--- src/csc_pkg.sv ---
// constants, command codes and state codes for the calibration security control
package csc_pkg;

   // ---------------------------------------------------------------
   // sizes
   // ---------------------------------------------------------------
   localparam int          CHAR_W     = 8;
   localparam int          CODE_CHARS = 12;
   localparam int          NOTE_CHARS = 40;
   localparam int          NUM_W      = 32;
   localparam logic [6:0]  STEP_MAX   = 7'h54;
   localparam logic [6:0]  STEP_RST   = 7'h00;

   // ---------------------------------------------------------------
   // reset values and boolean argument
   // ---------------------------------------------------------------
   localparam logic        LOCK_FACTORY = 1'b1;
   localparam logic [31:0] VALUE_RST    = 32'h0000_0000;
   localparam logic [31:0] BOOL_OFF     = 32'h0000_0000;
   localparam logic [31:0] BOOL_ON      = 32'h0000_0001;

   // ---------------------------------------------------------------
   // response characters
   // ---------------------------------------------------------------
   localparam logic [7:0]  CH_QUOTE = 8'h22;
   localparam logic [7:0]  CH_PLUS  = 8'h2B;
   localparam logic [7:0]  CH_ZERO  = 8'h30;
   localparam logic [7:0]  CH_ONE   = 8'h31;

   // ---------------------------------------------------------------
   // commands and states
   // ---------------------------------------------------------------
   typedef enum logic [3:0] {
      OP_LOCK_SET = 4'h0,
      OP_CODE_SET = 4'h1,
      OP_LOCK_QRY = 4'h2,
      OP_STEP_SET = 4'h3,
      OP_STEP_QRY = 4'h4,
      OP_NOTE_SET = 4'h5,
      OP_NOTE_QRY = 4'h6,
      OP_VAL_SET  = 4'h7,
      OP_VAL_QRY  = 4'h8,
      OP_ADJUST   = 4'h9,
      OP_INST_RST = 4'hA
   } csc_op_t;

   typedef enum logic [2:0] {
      ST_IDLE  = 3'b001,
      ST_SHORT = 3'b010,
      ST_NOTE  = 3'b100
   } csc_state_t;

endpackage : csc_pkg

--- src/csc_cal_ctrl.sv ---
// calibration lock, passcode, step, note and reference value control
// ---------------------------------------------------------------
// Overview of operation
// - lock changes only with matching stored passcode
// - lock state kept in non-volatile image
// - numeric 0/1 accepted as off/on
// - passcode up to 12 chars, must match
// - factory image: locked, factory passcode
// - instrument reset keeps lock state
// - lock query answers 1 locked, 0 unlocked
// - step 0 to 84, query returns it
// - note up to 40 chars, kept non-volatile
// - note stored only while unlocked
// - note survives power loss and reset
// - note query quoted, empty gives two quotes
// - value command records reference level
// - instrument reset keeps reference value
// - value query returns held value
// - adjustment only while unlocked
// ---------------------------------------------------------------
`timescale 1ns/1ps
module csc_cal_ctrl
   import csc_pkg::*;
#(
   // arbitrary neutral factory passcode, "FACTORYCODE1"
   parameter logic [95:0] FACTORY_CODE = 96'h46_41_43_54_4F_52_59_43_4F_44_45_31
) (
   input  wire logic                  clk_i,
   input  wire logic                  rst_n_i,
   input  wire logic                  cmd_valid_i,
   output logic                       cmd_ready_o,
   input  wire csc_pkg::csc_op_t      cmd_op_i,
   input  wire logic                  arg_is_kw_i,
   input  wire logic [31:0]           arg_num_i,
   input  wire logic [95:0]           code_i,
   input  wire logic [3:0]            code_len_i,
   input  wire logic [319:0]          note_i,
   input  wire logic [5:0]            note_len_i,
   output logic                       rsp_valid_o,
   input  wire logic                  rsp_ready_i,
   output logic [7:0]                 rsp_data_o,
   output logic                       rsp_last_o,
   output logic                       err_o,
   output logic                       adjust_o,
   output logic                       locked_o,
   output logic [6:0]                 step_o,
   output logic [31:0]                cal_value_o,
   input  wire logic                  nv_valid_i,
   input  wire logic                  nv_locked_i,
   input  wire logic [95:0]           nv_code_i,
   input  wire logic [3:0]            nv_code_len_i,
   input  wire logic [31:0]           nv_value_i,
   input  wire logic [319:0]          nv_note_i,
   input  wire logic [5:0]            nv_note_len_i,
   output logic                       nv_wr_o,
   output logic                       nv_locked_o,
   output logic [95:0]                nv_code_o,
   output logic [3:0]                 nv_code_len_o,
   output logic [31:0]                nv_value_o,
   output logic [319:0]               nv_note_o,
   output logic [5:0]                 nv_note_len_o
);
   import csc_pkg::*;

   // ---------------------------------------------------------------
   // helpers
   // ---------------------------------------------------------------
   function automatic logic code_eq(input logic [95:0] a, input logic [3:0] alen,
                                    input logic [95:0] b, input logic [3:0] blen);
      logic eq;
      eq = (alen == blen);
      for (int i = 0; i < CODE_CHARS; i++) begin
         if (i < 32'(alen) && a[95-i*8 -: 8] != b[95-i*8 -: 8]) eq = 1'b0;
      end
      return eq;
   endfunction : code_eq

   function automatic logic bool_ok(input logic [31:0] v);
      return (v == BOOL_OFF) || (v == BOOL_ON);
   endfunction : bool_ok

   // ---------------------------------------------------------------
   // state
   // ---------------------------------------------------------------
   csc_state_t  state_reg;
   logic        load_done_reg;
   logic        locked_reg;
   logic [95:0] code_reg;
   logic [3:0]  code_len_reg;
   logic [6:0]  step_reg;
   logic [31:0] value_reg;
   logic [7:0]  rsp_data_reg;
   logic [7:0]  sbuf_reg [4];
   logic [2:0]  slen_reg;
   logic [5:0]  idx_reg;
   logic        err_reg;
   logic        adjust_reg;
   logic        nv_wr_reg;

   logic        accept;
   logic        code_match;
   logic        note_wr;
   logic [5:0]  note_len;
   logic [7:0]  note_rd;
   logic [7:0]  q_bytes [4];
   logic [2:0]  q_len;
   logic        lock_do, code_do, step_do, note_do, val_do, adj_do, bad;

   assign cmd_ready_o = load_done_reg && (state_reg == ST_IDLE);
   assign accept      = cmd_valid_i && cmd_ready_o;
   assign code_match  = code_eq(code_i, code_len_i, code_reg, code_len_reg);

   // ---------------------------------------------------------------
   // command decode
   // ---------------------------------------------------------------
   always_comb begin
      lock_do = accept && cmd_op_i == OP_LOCK_SET && code_match && bool_ok(arg_num_i);
      code_do = accept && cmd_op_i == OP_CODE_SET && !locked_reg
                && code_len_i != 4'h0 && 32'(code_len_i) <= CODE_CHARS;
      step_do = accept && cmd_op_i == OP_STEP_SET && arg_num_i <= 32'(STEP_MAX);
      note_do = accept && cmd_op_i == OP_NOTE_SET && !locked_reg
                && 32'(note_len_i) <= NOTE_CHARS;
      val_do  = accept && cmd_op_i == OP_VAL_SET;
      adj_do  = accept && cmd_op_i == OP_ADJUST && !locked_reg;
      bad     = accept && ((cmd_op_i == OP_LOCK_SET && !lock_do)
                || (cmd_op_i == OP_CODE_SET && !code_do)
                || (cmd_op_i == OP_STEP_SET && !step_do)
                || (cmd_op_i == OP_NOTE_SET && !note_do)
                || (cmd_op_i == OP_ADJUST && !adj_do));
   end

   // ---------------------------------------------------------------
   // persistent settings
   // ---------------------------------------------------------------
   // image caught after reset release; blank image gives factory values
   always_ff @(posedge clk_i or negedge rst_n_i) begin
      if (!rst_n_i) begin
         load_done_reg <= 1'b0;
         locked_reg    <= LOCK_FACTORY;
         code_reg      <= '0;
         code_len_reg  <= 4'h0;
         value_reg     <= VALUE_RST;
      end else if (!load_done_reg) begin
         load_done_reg <= 1'b1;
         locked_reg    <= nv_valid_i ? nv_locked_i : LOCK_FACTORY;
         code_reg      <= nv_valid_i ? nv_code_i : FACTORY_CODE;
         code_len_reg  <= nv_valid_i ? nv_code_len_i : 4'(CODE_CHARS);
         value_reg     <= nv_valid_i ? nv_value_i : VALUE_RST;
      end else begin
         // numeric and keyword forms share one encoding
         if (lock_do) locked_reg <= arg_num_i[0];
         if (code_do) begin
            code_reg     <= code_i;
            code_len_reg <= code_len_i;
         end
         if (val_do) value_reg <= arg_num_i;
      end
   end

   // step is volatile; instrument reset returns it to the first step
   always_ff @(posedge clk_i or negedge rst_n_i) begin
      if (!rst_n_i) begin
         step_reg <= STEP_RST;
      end else if (step_do) begin
         step_reg <= arg_num_i[6:0];
      end else if (accept && cmd_op_i == OP_INST_RST) begin
         step_reg <= STEP_RST;
      end
   end

   always_ff @(posedge clk_i or negedge rst_n_i) begin
      if (!rst_n_i) begin
         err_reg    <= 1'b0;
         adjust_reg <= 1'b0;
         nv_wr_reg  <= 1'b0;
      end else begin
         err_reg    <= bad;
         adjust_reg <= adj_do;
         nv_wr_reg  <= lock_do || code_do || note_do || val_do;
      end
   end

   // ---------------------------------------------------------------
   // note store
   // ---------------------------------------------------------------
   // note loaded from image, written only by accepted note command
   assign note_wr = !load_done_reg ? 1'b1 : note_do;

   csc_note_store #(.DEPTH(NOTE_CHARS), .LEN_W(6)) u_note (
      .clk_i     (clk_i),
      .rst_n_i   (rst_n_i),
      .wr_i      (note_wr),
      .wr_note_i (!load_done_reg ? (nv_valid_i ? nv_note_i : '0) : note_i),
      .wr_len_i  (!load_done_reg ? (nv_valid_i ? nv_note_len_i : 6'h00) : note_len_i),
      .rd_idx_i  (idx_reg),
      .rd_data_o (note_rd),
      .len_o     (note_len),
      .flat_o    (nv_note_o)
   );

   // ---------------------------------------------------------------
   // responses
   // ---------------------------------------------------------------
   always_comb begin
      for (int i = 0; i < 4; i++) q_bytes[i] = 8'h00;
      q_len = 3'h1;
      unique case (cmd_op_i)
         OP_LOCK_QRY: q_bytes[0] = locked_reg ? CH_ONE : CH_ZERO;
         OP_STEP_QRY: begin
            if (step_reg >= 7'h0A) begin
               q_bytes[0] = CH_ZERO + 8'(step_reg / 7'h0A);
               q_bytes[1] = CH_ZERO + 8'(step_reg % 7'h0A);
               q_len      = 3'h2;
            end else begin
               q_bytes[0] = CH_ZERO + 8'(step_reg);
            end
         end
         OP_VAL_QRY: begin
            for (int i = 0; i < 4; i++) q_bytes[i] = value_reg[31-i*8 -: 8];
            q_len = 3'h4;
         end
         OP_ADJUST: begin
            if (adj_do) begin
               q_bytes[0] = CH_PLUS;
               q_bytes[1] = CH_ZERO;
               q_len      = 3'h2;
            end else begin
               q_bytes[0] = CH_ONE;
            end
         end
         default: q_len = 3'h0;
      endcase
   end

   always_ff @(posedge clk_i or negedge rst_n_i) begin
      if (!rst_n_i) begin
         state_reg    <= ST_IDLE;
         idx_reg      <= 6'h00;
         slen_reg     <= 3'h0;
         rsp_data_reg <= 8'h00;
         for (int i = 0; i < 4; i++) sbuf_reg[i] <= 8'h00;
      end else begin
         unique case (state_reg)
            ST_IDLE: begin
               idx_reg <= 6'h00;
               if (accept && cmd_op_i == OP_NOTE_QRY) begin
                  rsp_data_reg <= CH_QUOTE;
                  state_reg    <= ST_NOTE;
               end else if (accept && q_len != 3'h0) begin
                  sbuf_reg     <= q_bytes;
                  slen_reg     <= q_len;
                  rsp_data_reg <= q_bytes[0];
                  state_reg    <= ST_SHORT;
               end
            end
            ST_SHORT: begin
               if (rsp_ready_i) begin
                  if (rsp_last_o) begin
                     state_reg <= ST_IDLE;
                  end else begin
                     idx_reg      <= idx_reg + 6'h01;
                     rsp_data_reg <= sbuf_reg[idx_reg[1:0] + 2'h1];
                  end
               end
            end
            ST_NOTE: begin
               if (rsp_ready_i) begin
                  if (rsp_last_o) begin
                     state_reg <= ST_IDLE;
                  end else begin
                     idx_reg      <= idx_reg + 6'h01;
                     rsp_data_reg <= (idx_reg == note_len) ? CH_QUOTE : note_rd;
                  end
               end
            end
            default: state_reg <= ST_IDLE;
         endcase
      end
   end

   assign rsp_valid_o = (state_reg != ST_IDLE);
   assign rsp_last_o  = (state_reg == ST_SHORT && {3'h0, slen_reg} == idx_reg + 6'h01)
                     || (state_reg == ST_NOTE && idx_reg == note_len + 6'h01);
   assign rsp_data_o  = rsp_data_reg;
   assign err_o       = err_reg;
   assign adjust_o    = adjust_reg;
   assign locked_o    = locked_reg;
   assign step_o      = step_reg;
   assign cal_value_o = value_reg;
   assign nv_wr_o       = nv_wr_reg;
   assign nv_locked_o   = locked_reg;
   assign nv_code_o     = code_reg;
   assign nv_code_len_o = code_len_reg;
   assign nv_value_o    = value_reg;
   assign nv_note_len_o = note_len;
endmodule : csc_cal_ctrl

--- src/csc_note_store.sv ---
// character store for the calibration note
`timescale 1ns/1ps
module csc_note_store #(
   parameter int DEPTH = 40,
   parameter int LEN_W = 6
) (
   input  wire logic                 clk_i,
   input  wire logic                 rst_n_i,
   input  wire logic                 wr_i,
   input  wire logic [DEPTH*8-1:0]   wr_note_i,
   input  wire logic [LEN_W-1:0]     wr_len_i,
   input  wire logic [LEN_W-1:0]     rd_idx_i,
   output logic      [7:0]           rd_data_o,
   output logic      [LEN_W-1:0]     len_o,
   output logic      [DEPTH*8-1:0]   flat_o
);
   logic [7:0]       mem_reg [DEPTH];
   logic [LEN_W-1:0] len_reg;

   // length field must be able to count every character slot
   if (DEPTH < 1 || DEPTH >= (1 << LEN_W)) begin : g_bad_depth
      $error("csc_note_store: bad DEPTH");
   end

   always_ff @(posedge clk_i or negedge rst_n_i) begin
      if (!rst_n_i) begin
         len_reg <= '0;
         for (int i = 0; i < DEPTH; i++) mem_reg[i] <= 8'h00;
      end else if (wr_i) begin
         len_reg <= wr_len_i;
         for (int i = 0; i < DEPTH; i++) mem_reg[i] <= wr_note_i[i*8 +: 8];
      end
   end

   always_comb begin
      rd_data_o = (32'(rd_idx_i) < DEPTH) ? mem_reg[rd_idx_i] : 8'h00;
      for (int i = 0; i < DEPTH; i++) flat_o[i*8 +: 8] = mem_reg[i];
   end

   assign len_o = len_reg;

endmodule : csc_note_store

--- config.mk ---
export PLATFORM = sky130hd
export DESIGN_NAME = csc_cal_ctrl
export DESIGN_NICKNAME = d
export VERILOG_FILES = /design/src/csc_pkg.sv /design/src/csc_cal_ctrl.sv /design/src/csc_note_store.sv
export SDC_FILE = /design/constraint.sdc
export NUM_CORES = 1
export LEC_CHECK = 0
export BUFFER_PORTS_ARGS = -buffer_cell sky130_fd_sc_hd__buf_2
export CAP_MARGIN = 30
export CORE_AREA = 2 2 555 557
export CTS_CLUSTER_SIZE = 14
export DETAILED_ROUTE_END_ITERATION = 7
export DIE_AREA = 0 0 557 559
export PLACE_DENSITY_LB_ADDON = 0.05
export SLEW_MARGIN = 20
export SYNTH_ARGS = -nofsm -noshare
export SYNTH_HDL_FRONTEND = slang
export SYNTH_SLANG_ARGS = --single-unit
--- constraint.sdc ---
create_clock -name clk_i -period 4.7 [get_ports clk_i]
set_input_delay 0.235 -clock clk_i [delete_from_list [all_inputs] [get_ports clk_i]]
set_output_delay 0.235 -clock clk_i [all_outputs]
set_load 0.02 [all_outputs]
Word level (Yosys, flattened, before mapping)
Cells that the tools add are included.
{"block": "op_classes", "n_addsub": 6, "div_mod_pow": 2, "n_lt_le_gt_ge": 19, "eq_ne": 42, "mux": 65, "bitwise": 3, "n_reduce_logical": 67}
{"cell": "$mux W320", "count": 2}
{"cell": "$mux W96", "count": 3}
{"cell": "$mux W8", "count": 14}
{"cell": "$mux W32", "count": 3}
{"cell": "$ne A8 B8 Y1", "count": 12}
{"cell": "$bmux W8 S6", "count": 1}
{"cell": "$pmux W8 S3", "count": 2}
{"cell": "$logic_and A1 B1 Y1", "count": 40}
{"cell": "$eq A32 B1 Y1 const B", "count": 1}
{"cell": "$le A32 B7 Y1 const B", "count": 1}
{"cell": "$logic_not A32 Y1", "count": 1}
{"cell": "$pmux W8 S4", "count": 1}
{"cell": "$mux W6", "count": 5}
{"cell": "$mux W1", "count": 17}
{"cell": "$add A6 B8 Y8 const A", "count": 2}
{"cell": "$bmux W8 S2", "count": 1}
{"cell": "$eq A4 B3 Y1 const B", "count": 4}
{"cell": "$lt A3 B4 Y1 const A", "count": 4}
{"cell": "$lt A4 B4 Y1 const A", "count": 4}
{"cell": "$mux W16", "count": 1}
{"cell": "$mux W7", "count": 2}
{"cell": "$add A6 B1 Y6 const B", "count": 2}
{"cell": "$eq A4 B4 Y1 const B", "count": 3}
{"cell": "$eq A6 B6 Y1", "count": 2}
{"cell": "other kinds (41)", "count": 76}
{"block": "totals", "regBits": 522}

Longest topological paths before layout
{"block": "depth", "depth_word": 23, "depth_mapped": 11, "ltp_nobuf": 8}

Cells and area by module
A second synthesis with hierarchy kept.
{"block": "hier_totals", "cells_unflattened": 2689, "hier_area_um2": 29657.2}
{"module": "csc_cal_ctrl", "n_inst": 1, "cells_per_inst": 1746, "area_each_um2": 14879.3, "seq_area_each_um2": 4907.2}
{"module": "csc_note_store", "n_inst": 1, "cells_per_inst": 943, "area_each_um2": 14777.9, "seq_area_each_um2": 8157.8}

Least setup slack after synthesis
OpenSTA, ideal clock, no wires.
{"block": "synth_timing", "path_type": "reg2reg", "start": "reg step_reg[6], in the netlist step_o[6]", "end": "reg rsp_data_reg[0], in the netlist rsp_data_o[0]", "t_arrival_ns": 2.328, "t_required_ns": 4.575, "setup_slack_ns": 2.248, "stages_incl_launch_ff": 9, "path_buffers": 1, "synth_period_minus_slack_ns": 2.452, "cell_sequence": "dfrtp_1 -> buf_2 -> and2b_1 -> nor2_1 -> o21ba_2 -> or4_1 -> a221oi_1 -> o221ai_1 -> mux2_2"}
{"block": "synth_between", "elab_chain_cells": 7, "word_cells_on_any_way": 14}
{"element": "start: declaration", "line": "csc_cal_ctrl.sv:90", "source": "logic [6:0] step_reg;"}
{"element": "start signal: assignment", "line": "csc_cal_ctrl.sv:165", "source": "step_reg <= arg_num_i[6:0];"}
{"element": "$div A7 B4 Y8 or $ge A7 B4 Y1 (tied branches)", "line": "csc_cal_ctrl.sv:211, csc_cal_ctrl.sv:210"}
{"element": "$add A6 B8 Y8 or $mux W2 (tied branches)", "line": "csc_cal_ctrl.sv:211, csc_cal_ctrl.sv:210"}
{"element": "$mux W8 or $pmux W3 S4 (tied branches)", "line": "csc_cal_ctrl.sv:210, csc_cal_ctrl.sv:207"}
{"element": "$pmux W8 S4 or $reduce_bool A3 Y1 (tied branches)", "line": "csc_cal_ctrl.sv:207, csc_cal_ctrl.sv:249"}
{"element": "$mux W8 or $logic_and A1 B1 Y1 (tied branches)", "line": "csc_cal_ctrl.sv:249", "source": "end else if (accept && q_len != 3'h0) begin"}
{"element": "$mux W8 or $ne A3 B1 Y1 (tied branches)"}
{"element": "$pmux W8 S3 or $reduce_and A6 Y1 (tied branches)"}
{"element": "end signal: assignment", "line": "csc_cal_ctrl.sv:252", "source": "rsp_data_reg <= q_bytes[0];"}
{"element": "end signal: assignment", "line": "csc_cal_ctrl.sv:262", "source": "rsp_data_reg <= sbuf_reg[idx_reg[1:0] + 2'h1];"}
{"element": "end signal: assignment", "line": "csc_cal_ctrl.sv:272", "source": "rsp_data_reg <= (idx_reg == note_len) ? CH_QUOTE : note_rd;"}
{"element": "end: declaration", "line": "csc_cal_ctrl.sv:92", "source": "logic [7:0] rsp_data_reg;"}
Several ways; a longest one is shown, not always the timed one. The select of a mux whose other input is x is not followed.
A chain may end at the register's enable or synchronous reset.

Worst setup path after layout
{"block": "layout_timing", "start": "reg code_reg[80], in the netlist nv_code_o[80]", "end": "reg locked_reg, in the netlist locked_o"}
{"block": "layout_between", "elab_chain_cells": 16}
{"element": "start: declaration", "line": "csc_cal_ctrl.sv:88", "source": "logic [95:0] code_reg;"}
{"element": "start signal: assignment", "line": "csc_cal_ctrl.sv:146", "source": "code_reg <= nv_valid_i ? nv_code_i : FACTORY_CODE;"}
{"element": "start signal: assignment", "line": "csc_cal_ctrl.sv:153", "source": "code_reg <= code_i;"}
{"element": "$ne A8 B8 Y1", "line": "csc_cal_ctrl.sv:73", "source": "if (i < 32'(alen) && a[95-i*8 -: 8] != b[95-i*8 -: 8]) eq = 1'b0;"}
{"element": "$logic_and A1 B1 Y1", "line": "csc_cal_ctrl.sv:73"}
{"element": "$mux W1 (11 in a row)", "line": "csc_cal_ctrl.sv:73"}
{"element": "$logic_and A1 B1 Y1 (2 in a row)", "line": "csc_cal_ctrl.sv:117", "source": "lock_do = accept && cmd_op_i == OP_LOCK_SET && code_match && bool_ok(arg_num_i);"}
{"element": "$ne A2 B1 Y1 (no line)"}
{"element": "end signal: assignment", "line": "csc_cal_ctrl.sv:145", "source": "locked_reg <= nv_valid_i ? nv_locked_i : LOCK_FACTORY;"}
{"element": "end signal: assignment", "line": "csc_cal_ctrl.sv:151", "source": "if (lock_do) locked_reg <= arg_num_i[0];"}
{"element": "end: declaration", "line": "csc_cal_ctrl.sv:87", "source": "logic locked_reg;"}
Every way passes these cells.

==> impl_metrics.toml <==
[run_status]
status = "complete, no violations"

[timing]
hold_viol_final = 0
worstMarginPinSlew_ps = 1180
period_share_pct = 91.0
finalSetupViolations = 0
rsz0062_at_grt = "no"
slew_headroom_pct = 21.3
period_needed_ps = 4270
fin_setup_tns_ps = 0
fmax_ghz = 0.234
slew_viol_final = 0
fin_skew_ps = 42.3
setup_ws_ps = 425

[yosys]
synth_top_flop_cell = "dfrtp_1"
yosysWarnings = 0
yosysTopAreaCell = "dfrtp_1"
syn_avg_cell_area_um2 = 9.95
synth_area_um2 = 29000
synth_top_area_share_pct = 44.9
seq_area_frac_synth_pct = 45.1
yosys-top-cells-area = "dfrtp_1 45%, mux2i_1 16%, nand2_1 7.9%"
async_reset_ff_share_pct = 100
synthDistinctLibCells = 73
synth-edff-count = 0
synthCells = 2913
synth_seq_cells = 522

[clocking]
cts_tree = "built"
cts_buffers = 91
cts_sinks = 522
clk_path_buf_depth = 4
clkTransAtPathRegs_ps = 60
h-tree-depth = 3
cts_setup_buffers = 0
worstSkewPairLatency_ps = 800
cts-root-buf = "clkbuf_16"

[routing]
firstDrtPassIters = 5
drcViolationCount = 0
vias = 33300
routed_wirelength_um = 258000
initialDrtViolationCount = 1453
via_per_inst = 3.52
wl_per_cell_um = 27.3
antenna_left = 0

[place]
dpl_cell_area_um2 = 41100
port_buffers = 1438
hpwl_um = 207000
preCtsSetupSlack_ps = 621
routabilityCongestion = 0.795
place_inst = 8296

[final_layout]
largest_reg_flops = 320
nets = 6155
syn2layout_area_growth_pct = 85.2
stdcell_count = 9440
utilization_pct = 17.6
finalInstanceArea_um2 = 53700
drive_gt1_share_pct = 33.9

[critical_path]
cp_data_required_time_ps = 5430
reg2reg_slack_ps = 430
r2r_cells = 9
end_kind = "flip-flop"
worstReg2RegStart = "nv_code_o[80]"
startpoint_type = "flip-flop"
cp_max_fo = 4
crit_type = "reg2reg"
crit_arrival_ps = 5000
r2r_end = "locked_o"

[global_route]
antenna_found_initial = 164
grt_pass1_vias = 35600
grt_usage_pct = 16.0
grt_max_degree = 136
grt_pass1_wl_um = 337000
grt_overflow = 0

[pwr]
power_density_nw_per_um2 = 298
max-vdd-ir-drop_mv = 0.217
p_leak_nw = 23.7

[floorplanning]
fp.dieH_um = 559
rows = 203
fp.dieW_um = 557
start_util_pct = 9.50
floorplan.core_area_um2 = 305000
fp.dieArea_um2 = 311000
io-pin-count = 1440

[flow_run]
max_cap_violations = 0

[hold_path]
hp-class = "in2async"
-- worst max-delay path: stages, from the launching register on --
cell and delay [ps]:
dfrtp_1 400, xnor2_1 580, nand4_1 410, or4_1 750, nor3_1 570, o31ai_1 310, buf_4 230, o211a_1 210
nor3_1 160, dlygate4sd3_1 570
-- per-layer routing --
layer | routed length [um] | global-route usage [%] | part of all wire [%] | vias up
met5 | 444 | 0 | 0.17 | -
met4 | 6260 | 4.41 | 2.4 | 72
met3 | 17500 | 4.45 | 6.8 | 343
met2 | 125000 | 27.2 | 48 | 1209
met1 | 109000 | 19.6 | 42 | 16600
li1 | - | - | - | 15100
-- cell families (layout without fill, tap and decap cells) --
| kind of cell | Yosys count | in the layout | share of synthesized area (%) |
|---|---|---|---|
| buffers and inverters | 270 | 2643 | 4.69 |
| DFF | 522 | 522 | 45.1 |
| AOI/OAI and AO/OA | 649 | 649 | 12.4 |
| xor gates and xnor gates | 117 | 117 | 3.54 |
| other | 1 | 55 | 0.0129 |
| and+or+nand+nor | 805 | 805 | 11.5 |
| muxes | 545 | 545 | 22.5 |
| adders and majority gates | 4 | 4 | 0.173 |
-- worst max path at each step --
stage | from | to | depth (start not counted)
final | nv_code_o[80] | locked_o | 9
after global routing | nv_code_o[80] | locked_o | 9
after detailed placement | nv_code_o[86] | locked_o | 8
after global placement | idx_reg[1] | rsp_data_o[0] | 9
after CTS | nv_code_o[86] | locked_o | 9
after floorplan | step_o[6] | rsp_data_o[0] | 8
-- power breakdown --
group          switching [W]  internal [W]  total, W
logic                0.00195       0.00158   0.00353
registers           0.000491       0.00483   0.00532
clock network        0.00280       0.00435   0.00715
total                0.00524        0.0108    0.0160
-- layout by cell type (no fill, tap or decap), types with 10 or more instances in the layout --
master	count
nand2_1	612
o21ai_0	332
nand3_1	13
dlygate4sd3_1	934
o221ai_1	15
dfrtp_1	516
clkbuf_8	29
buf_12	23
buf_2	1439
mux2i_1	450
a21oi_1	35
mux4_2	85
diode_2	50
a22oi_1	13
nand4_1	18
xor2_1	63
nor4_1	24
buf_4	70
clkbuf_16	92
xnor2_1	53
nor3_1	13
nor2_1	73
o21ai_1	148
clkbuf_1	22
inv_1	12
mux2_2	10
a31oi_1	45
-- repair_timing --
action,CTS,global route
setup endpoints to repair,0,1
gates resized for setup,0,1
hold buffers,934,0
hold endpoints to repair,517,0
-- through the flow --
| stage | hold WS [ps] | power, W |
|---|---|---|
| floorplan | -60.6 | 0.00630 |
| global placement | 364 | 0.00827 |
| detailed placement | 363 | 0.00825 |
| CTS | 42.0 | 0.0165 |
| global route | 92.8 | 0.0168 |
| finish | 102 | 0.0160 |
-- final cells by class --
cell class / count / area [um2]
antenna: 50 / 125
clock buffer: 143 / 2780
clock inverter: 16 / 248
fill: 34700 / 251000
inverter: 15 / 65.1
multi-input combinational: 2125 / 14600
sequential: 522 / 13100
tap: 4100 / 5130
timing repair buffer: 2469 / 17600
-- synthesized netlist by cell type, types with 3 or more instances --
| cell type | instances |
|---|---|
| a211o_1 | 5 |
| a211oi_1 | 3 |
| a21o_1 | 3 |
| a21oi_1 | 35 |
| a221oi_1 | 3 |
| a22oi_1 | 13 |
| a31oi_1 | 45 |
| and2_1 | 4 |
| and3_1 | 3 |
| buf_1 | 7 |
| buf_2 | 25 |
| buf_4 | 70 |
| buf_6 | 7 |
| clkbuf_1 | 146 |
| dfrtp_1 | 520 |
| ha_1 | 4 |
| inv_1 | 13 |
| mux2_2 | 10 |
| mux2i_1 | 450 |
| mux4_2 | 85 |
| nand2_1 | 613 |
| nand2b_1 | 8 |
| nand3_1 | 13 |
| nand3b_1 | 4 |
| nand4_1 | 18 |
| nor2_1 | 73 |
| nor2b_1 | 10 |
| nor3_1 | 13 |
| nor3b_1 | 4 |
| nor4_1 | 24 |
| o2111ai_1 | 4 |
| o211ai_1 | 3 |
| o21ai_0 | 332 |
| o21ai_1 | 149 |
| o221ai_1 | 15 |
| o22ai_1 | 5 |
| o31ai_1 | 6 |
| o41ai_1 | 3 |
| or4_1 | 4 |
| xnor2_1 | 54 |
| xor2_1 | 63 |
No activity file was read; power rests on OpenSTA's default activity.
